<file path="src/pkg/evt_timer_pkg.sv">
// Package for the 8-bit event timer channel.
// Holds register offsets, control field positions, clock select codes
// and reset values shared by the register slave and the timer core.
package evt_timer_pkg;

  // ---------------------------------------------------------------
  // Register map (byte addresses on the AXI4-Lite slave)
  // ---------------------------------------------------------------
  localparam logic [3:0] MODE_CTRL_OFFSET = 4'h0;
  localparam logic [3:0] COMPARE_OFFSET   = 4'h4;
  localparam logic [3:0] COUNT_OFFSET     = 4'h8;
  localparam logic [3:0] STATUS_OFFSET    = 4'hc;

  // ---------------------------------------------------------------
  // timer_mode_ctrl_reg field positions
  // ---------------------------------------------------------------
  localparam int RUN_BIT       = 7;
  localparam int PWM_SEL_BIT   = 6;
  localparam int CLK_SEL_HI    = 2;
  localparam int CLK_SEL_LO    = 1;
  localparam int EDGE_SEL_BIT  = 1;
  localparam int WAVE_EN_BIT   = 0;

  // ---------------------------------------------------------------
  // Reset values and the counter wrap value
  // ---------------------------------------------------------------
  localparam logic [7:0] MODE_CTRL_RESET = 8'h00;
  localparam logic [7:0] COMPARE_RESET   = 8'h00;
  localparam logic [7:0] COUNT_WRAP      = 8'hff;

  // ---------------------------------------------------------------
  // Count clock select codes (field bits 2:1)
  // ---------------------------------------------------------------
  localparam logic [1:0] SEL_INT_A = 2'h0;
  localparam logic [1:0] SEL_INT_B = 2'h1;
  localparam logic [1:0] SEL_EXT_A = 2'h2;
  localparam logic [1:0] SEL_EXT_B = 2'h3;

  // Prescale divisors in main clock cycles
  localparam int CH0_DIV_A = 1;
  localparam int CH0_DIV_B = 8;
  localparam int CH1_DIV_A = 16;
  localparam int CH1_DIV_B = 256;
  localparam int CH2_DIV_A = 32;
  localparam int CH2_DIV_B = 128;

  // AXI response codes
  localparam logic [1:0] RESP_OKAY   = 2'h0;
  localparam logic [1:0] RESP_SLVERR = 2'h2;

  // Status flags visible to software
  typedef struct packed {
    logic wave_level;
    logic match_seen;
  } timer_status_t;

endpackage

</file>
<file path="src/verilog/evt_timer.sv">
// Top of one 8-bit timer/event channel with an AXI4-Lite slave.
// Assumes event and sub-clock pins are asynchronous to clk_i.
//
// Chosen here: the AXI4-Lite slave port and the register addresses.
`timescale 1ns/1ps
`default_nettype none
module evt_timer
  import evt_timer_pkg::*;
#(
  parameter int CHANNEL = 0
)
(
  // Clock and reset
  input  wire logic        clk_i,
  input  wire logic        reset_i,
  // AXI4-Lite write address
  input  wire logic        s_axi_awvalid,
  output logic             s_axi_awready,
  input  wire logic [3:0]  s_axi_awaddr,
  // AXI4-Lite write data
  input  wire logic        s_axi_wvalid,
  output logic             s_axi_wready,
  input  wire logic [31:0] s_axi_wdata,
  input  wire logic [3:0]  s_axi_wstrb,
  // AXI4-Lite write response
  output logic             s_axi_bvalid,
  input  wire logic        s_axi_bready,
  output logic     [1:0]   s_axi_bresp,
  // AXI4-Lite read address
  input  wire logic        s_axi_arvalid,
  output logic             s_axi_arready,
  input  wire logic [3:0]  s_axi_araddr,
  // AXI4-Lite read data
  output logic             s_axi_rvalid,
  input  wire logic        s_axi_rready,
  output logic     [31:0]  s_axi_rdata,
  output logic     [1:0]   s_axi_rresp,
  // Pins
  input  wire logic        event_input_pin_i,
  input  wire logic        sub_clock_i,
  output logic             wave_output_pin_o,
  output logic             match_irq_o
);

  // -------------------------------------------------------------
  // Register state
  // -------------------------------------------------------------
  logic [7:0]    mode_ctrl_q;
  logic [7:0]    compare_q;
  timer_status_t status_q;
  logic          aw_full_q;
  logic [3:0]    aw_addr_q;
  logic          w_full_q;
  logic [31:0]   w_data_q;
  logic          w_strb0_q;
  logic          bvalid_q;
  logic [1:0]    bresp_q;
  logic          rvalid_q;
  logic [31:0]   rdata_q;
  logic [1:0]    rresp_q;

  logic [7:0]    count;
  logic          match;
  logic          wave;
  logic          do_write;
  logic          tick;

  // Prescaler and pin synchronisers
  logic [7:0]    presc_q;
  logic          ev_meta_q;
  logic          ev_sync_q;
  logic          ev_prev_q;
  logic          sub_meta_q;
  logic          sub_sync_q;
  logic          sub_prev_q;

  // -------------------------------------------------------------
  // Helpers
  // -------------------------------------------------------------
  // Tap true once every div cycles of the free prescaler
  function automatic logic tap(input logic [7:0] p, input int div);
    logic [7:0] mask;
    mask = 8'(div - 1);
    return (p & mask) == mask;
  endfunction

  // Edge of the requested polarity between two sampled levels
  function automatic logic edge_hit(input logic prev, input logic cur,
                                    input logic falling);
    return falling ? (prev && !cur) : (!prev && cur);
  endfunction

  // -------------------------------------------------------------
  // Pin synchronisers and prescaler
  // -------------------------------------------------------------
  // Two flops before any logic reads a pin
  always_ff @(posedge clk_i)
  begin
    if (reset_i)
    begin
      ev_meta_q  <= 1'b0;
      ev_sync_q  <= 1'b0;
      ev_prev_q  <= 1'b0;
      sub_meta_q <= 1'b0;
      sub_sync_q <= 1'b0;
      sub_prev_q <= 1'b0;
    end
    else
    begin
      ev_meta_q  <= event_input_pin_i;
      ev_sync_q  <= ev_meta_q;
      ev_prev_q  <= ev_sync_q;
      sub_meta_q <= sub_clock_i;
      sub_sync_q <= sub_meta_q;
      sub_prev_q <= sub_sync_q;
    end
  end

  // Free prescaler, held at zero while stopped
  always_ff @(posedge clk_i)
  begin
    if (reset_i || !mode_ctrl_q[RUN_BIT])
      presc_q <= 8'h00;
    else
      presc_q <= presc_q + 8'h01;
  end

  // -------------------------------------------------------------
  // Count clock selection per channel
  // -------------------------------------------------------------
  always_comb
  begin
    logic [1:0] sel;
    sel  = mode_ctrl_q[CLK_SEL_HI:CLK_SEL_LO];
    tick = 1'b0;
    if (CHANNEL == 2)
    begin
      unique case (sel)
        SEL_INT_A: tick = tap(presc_q, CH2_DIV_A);
        SEL_INT_B: tick = tap(presc_q, CH2_DIV_B);
        SEL_EXT_A: tick = edge_hit(sub_prev_q, sub_sync_q, 1'b0);
        default:   tick = 1'b0;
      endcase
    end
    else if (sel[1])
      tick = edge_hit(ev_prev_q, ev_sync_q, mode_ctrl_q[EDGE_SEL_BIT]);
    else if (CHANNEL == 0)
      tick = tap(presc_q, sel[0] ? CH0_DIV_B : CH0_DIV_A);
    else
      tick = tap(presc_q, sel[0] ? CH1_DIV_B : CH1_DIV_A);
  end

  // -------------------------------------------------------------
  // Counter core
  // -------------------------------------------------------------
  evt_timer_core u_core
  (
    .clk_i     (clk_i),
    .reset_i   (reset_i),
    .run_i     (mode_ctrl_q[RUN_BIT]),
    .pwm_i     (mode_ctrl_q[PWM_SEL_BIT]),
    .wave_en_i (mode_ctrl_q[WAVE_EN_BIT]),
    .compare_i (compare_q),
    .tick_i    (tick),
    .count_o   (count),
    .match_o   (match),
    .wave_o    (wave)
  );

  assign wave_output_pin_o = wave;
  assign match_irq_o       = match;

  // -------------------------------------------------------------
  // AXI4-Lite write path
  // -------------------------------------------------------------
  assign s_axi_awready = !aw_full_q && !bvalid_q;
  assign s_axi_wready  = !w_full_q && !bvalid_q;
  assign do_write      = aw_full_q && w_full_q && !bvalid_q;

  // Capture address and data in either order
  always_ff @(posedge clk_i)
  begin
    if (reset_i)
    begin
      aw_full_q <= 1'b0;
      aw_addr_q <= 4'h0;
      w_full_q  <= 1'b0;
      w_data_q  <= 32'h0000_0000;
      w_strb0_q <= 1'b0;
    end
    else
    begin
      if (s_axi_awvalid && s_axi_awready)
      begin
        aw_full_q <= 1'b1;
        aw_addr_q <= s_axi_awaddr;
      end
      else if (do_write)
        aw_full_q <= 1'b0;
      if (s_axi_wvalid && s_axi_wready)
      begin
        w_full_q  <= 1'b1;
        w_data_q  <= s_axi_wdata;
        w_strb0_q <= s_axi_wstrb[0];
      end
      else if (do_write)
        w_full_q <= 1'b0;
    end
  end

  // Register writes; the count and status words are read only
  always_ff @(posedge clk_i)
  begin
    if (reset_i)
    begin
      mode_ctrl_q <= MODE_CTRL_RESET;
      compare_q   <= COMPARE_RESET;
    end
    else if (do_write && w_strb0_q)
    begin
      if (aw_addr_q == MODE_CTRL_OFFSET)
        mode_ctrl_q <= w_data_q[7:0];
      if (aw_addr_q == COMPARE_OFFSET)
        compare_q <= w_data_q[7:0];
    end
  end

  // Write response
  always_ff @(posedge clk_i)
  begin
    if (reset_i)
    begin
      bvalid_q <= 1'b0;
      bresp_q  <= RESP_OKAY;
    end
    else if (do_write)
    begin
      bvalid_q <= 1'b1;
      bresp_q  <= (aw_addr_q == MODE_CTRL_OFFSET || aw_addr_q == COMPARE_OFFSET)
                  ? RESP_OKAY : RESP_SLVERR;
    end
    else if (s_axi_bready)
      bvalid_q <= 1'b0;
  end

  assign s_axi_bvalid = bvalid_q;
  assign s_axi_bresp  = bresp_q;

  // -------------------------------------------------------------
  // Status and AXI4-Lite read path
  // -------------------------------------------------------------
  // Sticky match flag, set wins over the clear made by reading status
  always_ff @(posedge clk_i)
  begin
    if (reset_i)
      status_q <= '0;
    else
    begin
      status_q.wave_level <= wave;
      if (match)
        status_q.match_seen <= 1'b1;
      else if (s_axi_arvalid && s_axi_arready && s_axi_araddr == STATUS_OFFSET)
        status_q.match_seen <= 1'b0;
    end
  end

  assign s_axi_arready = !rvalid_q;

  // Read data registered one cycle after the address
  always_ff @(posedge clk_i)
  begin
    if (reset_i)
    begin
      rvalid_q <= 1'b0;
      rdata_q  <= 32'h0000_0000;
      rresp_q  <= RESP_OKAY;
    end
    else if (s_axi_arvalid && s_axi_arready)
    begin
      rvalid_q <= 1'b1;
      rresp_q  <= RESP_OKAY;
      unique case (s_axi_araddr)
        MODE_CTRL_OFFSET: rdata_q <= {24'h000000, mode_ctrl_q};
        COMPARE_OFFSET:   rdata_q <= {24'h000000, compare_q};
        COUNT_OFFSET:     rdata_q <= {24'h000000, count};
        STATUS_OFFSET:    rdata_q <= {30'h0, status_q};
        default:
        begin
          rdata_q <= 32'h0000_0000;
          rresp_q <= RESP_SLVERR;
        end
      endcase
    end
    else if (s_axi_rready)
      rvalid_q <= 1'b0;
  end

  assign s_axi_rvalid = rvalid_q;
  assign s_axi_rdata  = rdata_q;
  assign s_axi_rresp  = rresp_q;

endmodule
`default_nettype wire

</file>
<file path="src/verilog/evt_timer_core.sv">
// Counter core of one 8-bit timer channel.
// Assumes tick_i is a one-cycle count-clock pulse already synchronised.
`timescale 1ns/1ps
`default_nettype none
module evt_timer_core
  import evt_timer_pkg::*;
(
  // Clock and reset
  input  wire logic       clk_i,
  input  wire logic       reset_i,
  // Control
  input  wire logic       run_i,
  input  wire logic       pwm_i,
  input  wire logic       wave_en_i,
  input  wire logic [7:0] compare_i,
  input  wire logic       tick_i,
  // Results
  output logic     [7:0]  count_o,
  output logic            match_o,
  output logic            wave_o
);

  logic [7:0] count_q;
  logic       wave_q;
  logic       match_q;
  logic       hit;

  assign hit = tick_i && run_i && (count_q == compare_i);

  // Counter: clear on match in clearing modes, free run in PWM
  always_ff @(posedge clk_i)
  begin
    if (reset_i || !run_i)
      count_q <= 8'h00;
    else if (tick_i)
    begin
      if (hit && !pwm_i)
        count_q <= 8'h00;
      else
        count_q <= count_q + 8'h01;
    end
  end

  // Match pulse in the same cycle the counter clears
  always_ff @(posedge clk_i)
  begin
    if (reset_i)
      match_q <= 1'b0;
    else
      match_q <= hit;
  end

  // Wave output: low when stopped or disabled, toggle or PWM otherwise
  always_ff @(posedge clk_i)
  begin
    if (reset_i || !run_i || !wave_en_i)
      wave_q <= 1'b0;
    else if (tick_i)
    begin
      if (pwm_i)
      begin
        if (hit)
          wave_q <= 1'b1;
        else if (count_q == COUNT_WRAP)
          wave_q <= 1'b0;
      end
      else if (hit)
        wave_q <= ~wave_q;
    end
  end

  assign count_o = count_q;
  assign match_o = match_q;
  assign wave_o  = wave_q;

endmodule
`default_nettype wire

</file>
<file path="config.mk">
export PLATFORM = sky130hd
export DESIGN_NAME = evt_timer
export DESIGN_NICKNAME = d
export VERILOG_FILES = /design/src/pkg/evt_timer_pkg.sv /design/src/verilog/evt_timer.sv /design/src/verilog/evt_timer_core.sv
export SDC_FILE = /design/constraint.sdc
export NUM_CORES = 1
export LEC_CHECK = 0
export BUFFER_PORTS_ARGS = -buffer_cell sky130_fd_sc_hd__buf_2
export CAP_MARGIN = 20
export CORE_MARGIN = 2
export CORE_UTILIZATION = 55
export CTS_BUF_LIST = sky130_fd_sc_hd__clkbuf_8
export DETAILED_ROUTE_END_ITERATION = 10
export PLACE_DENSITY = 0.95
export SKIP_LAST_GASP = 1
export SYNTH_ARGS = -nofsm -noshare
export SYNTH_HDL_FRONTEND = slang
export SYNTH_SLANG_ARGS = --single-unit
</file>
<file path="constraint.sdc">
create_clock -name clk_i -period 4.5 [get_ports clk_i]
set_input_delay 0.675 -clock clk_i [delete_from_list [all_inputs] [get_ports clk_i]]
set_output_delay 0.675 -clock clk_i [all_outputs]
set_load 0.05 [all_outputs]
</file>
==> flow_metrics.py <==
metrics = {
    "yosys": {
        "ys_types": 42,
        "synth_edf_count": 0,
        "synth_cells": 311,
        "netlist_area_um2": 2800,
        "synth-async-reset-ratio_pct": 0,
        "ys_ff_latch": 61,
        "yosys_warnings": 0,
        "synth_area_per_cell_um2": 9.004,
        "ys_seq_area_share_pct": 43.61,
        "yosys_most_used_dff": "dfxtp_1",
    },
    "worst_setup_path": {
        "cpPeakStageDelay_ns": 0.56,
        "crit_required_ns": 4.69,
        "cp.arrival_ns": 2.35,
        "path_max_fanout": 8,
        "reg2reg_depth": 5,
        "r2r-start": "s_axi_bvalid",
        "path_class": "flop to flop",
        "startpoint_type": "flop",
        "crit_end": "mode_ctrl_q[6]",
        "worstSetupEndpointType": "flop",
        "cp.depth": 5,
        "r2r-end": "mode_ctrl_q[6]",
        "cp_num_buf_inv": 0,
        "ff2ff_setup_slack_ns": 2.34,
        "critical-path-top-delay-family": "simple AND/OR/NAND/NOR gates",
        "crit_chain": "nand3b_1 -> nor4_1 -> and3b_1 -> mux2i_1 -> nor2_1",
        "crit_path_top_delay_cell": "and3b_1",
        "crit_start": "s_axi_bvalid",
    },
    "place": {
        "placedCellCount": 404,
        "portBuffers": 41,
        "place.gp.congestion": 0.8330,
        "dp_hpwl_mm": 4.110,
        "placed_area_um2": 2920,
    },
    "finish": {
        "mostFrequentLayoutCells": "dfxtp_1 (61), buf_2 (41), nor2_1 (37)",
        "instances_no_fill": 420,
        "final_common_cell": "dfxtp_1",
        "design_area_um2": 3098,
        "area_growth_syn_to_layout_pct": 10.63,
        "drive_gt1_share_pct": 18.98,
        "final_nets": 403,
        "fillCellCount": 384,
        "antenna_cells": 0,
    },
    "timing": {
        "fin_crit_sh_pct": 48.04,
        "fin_setup_tns_ns": 0,
        "finalCriticalPeriod_ns": 2.162,
        "hold_viol": 0,
        "final_max_slew_viol_count": 0,
        "slew_headroom_pct": 45.83,
        "rsz0062_at_grt": "no",
        "tightest_slew_ns": 0.8126,
        "fmax_mhz": 462.5,
        "clock_skew_ns": 0.008788,
        "whs_ns": 0.4548,
        "setup_viol": 0,
    },
    "route": {
        "routed_via_density": 5.360,
        "routed_wirelength_mm": 5.783,
        "drc_errors": 0,
        "vias": 2251,
        "first_pass_iters": 7,
        "drt_iter0_drc": 216,
        "postRouteAntennaNets": 0,
        "wl_per_cell_um": 13.77,
    },
    "clocking": {
        "cts_resized": 0,
        "clock_sinks": 61,
        "clock_latency_ns": 0.34,
        "cts.path.max_buffers": 2,
        "cts_setup_buffers": 0,
        "path_clk_slew_ns": 0.06,
        "root_buffer": "clkbuf_8",
        "h-tree-depth": 3,
        "holdBufCountCts": 0,
        "cts_tree": "done",
        "cts_buffers": 9,
    },
    "pwr": {
        "max-vdd-ir-drop_v": 0.0002511,
        "leakagePower_nw": 1.334,
        "cellPowerDensity_nw_per_um2": 361.5,
        "totalPowerFinal_mw": 1.120,
    },
    "flow_run": {
        "maxCapViolations": 0,
    },
    "grt": {
        "antenna_found_initial": 0,
        "grt_util_met2_pct": 36.62,
        "grt_usage_pct": 22.19,
        "overflow": 0,
        "use_met1_pct": 27.02,
        "grt_pass1_wl_mm": 9.315,
        "grt_max_degree": 50,
        "grt_use_met3_pct": 5.291,
        "top_usage_layer": "met2",
        "grt_pass1_vias": 2056,
    },
    "run_status": {
        "status": "finished, final reports clean",
    },
    "floorplanning": {
        "die_width_um": 75.35,
        "die_y_um": 75.35,
        "core_area_um2": 4817,
        "start_util_pct": 58.13,
        "ios": 96,
        "placement_rows": 25,
        "die_area_um2": 5678,
    },
    "hold_path": {
        "min_path_type": "flop to flop",
        "hold_path_depth": 1,
    },
}
cell type report:
| cell class | count | area [um2] | share of cell area, % |
|---|---|---|---|
| Tap cell | 67 | 83.83 | 2.706 |
| Multi-Input combinational cell | 228 | 1384 | 44.67 |
| Clock buffer | 11 | 151.4 | 4.887 |
| Sequential cell | 61 | 1221 | 39.42 |
| Timing Repair Buffer | 41 | 205.2 | 6.624 |
| Clock inverter | 5 | 26.28 | 0.8481 |
| Inverter | 7 | 26.28 | 0.8481 |
report_power, final:
| group | switching [mW] | total (mW) | internal, mW | leakage, nW |
|---|---|---|---|---|
| Sequential | 0.0100 | 0.563 | 0.553 | 0.495 |
| Combinational | 0.0988 | 0.125 | 0.0262 | 0.742 |
| Clock | 0.207 | 0.432 | 0.224 | 0.0963 |
stage by stage:
step / setup WS [ns] / util [%]
floorplan: 2.422 / -
CTS: 2.358 / 64.31
global route: 2.167 / 64.31
global placement: 2.128 / 60.62
finish: 2.338 / 64.31
detailed placement: 2.058 / 60.62
Yosys cell counts (7+ instances only):
| cell | instances | share of area [%] |
|---|---|---|
| a21oi_1 | 20 | 3.6 |
| nand2_1 | 35 | 4.7 |
| dfxtp_1 | 61 | 44 |
| clkbuf_1 | 10 | 1.3 |
| inv_1 | 7 | 0.94 |
| xor2_1 | 8 | 2.5 |
| nand2b_1 | 7 | 1.6 |
| o21ai_0 | 8 | 1.4 |
| mux2i_1 | 26 | 9.3 |
| nand3_1 | 9 | 1.6 |
| nor2_1 | 37 | 5.0 |
| buf_4 | 28 | 7.5 |
| a22oi_1 | 8 | 2.1 |
how the worst min path moves through the flow:
stage                    start    endpoint  slack, ns
floorplan            ev_meta_q   ev_sync_q       0.41
global placement    presc_q[0]  presc_q[0]       0.43
detailed placement  presc_q[0]  presc_q[0]       0.44
CTS                 presc_q[0]  presc_q[0]       0.46
global route        presc_q[0]  presc_q[0]       0.48
finish              presc_q[0]  presc_q[0]       0.45
registers in the layout (all words and copies together), names as in the netlist, 2 cells and up:
name and count:
presc_q 3, compare_q 8, u_core.count_o 8, mode_ctrl_q 8, status_q 2, w_data_q 8
aw_addr_q 4, s_axi_rdata 8
logic make-up after synthesis:
group | share of synthesized area (%)
and+or+nand+nor | 20.24
buffers and inverters | 10.32
AOI/OAI and AO/OA | 11.08
adders and majority gates | 0.8935
DFF | 43.61
other | 0.1339
muxes | 10.90
xor gates and xnor gates | 2.815
metal layers:
metal  part of all wire [%]  up-vias
li1                       -     1084
met1                     40     1041
met2                     51      104
met3                    6.4       22
met4                    2.8        0
met5                      0        -
No activity file was read; power rests on OpenSTA's default activity.
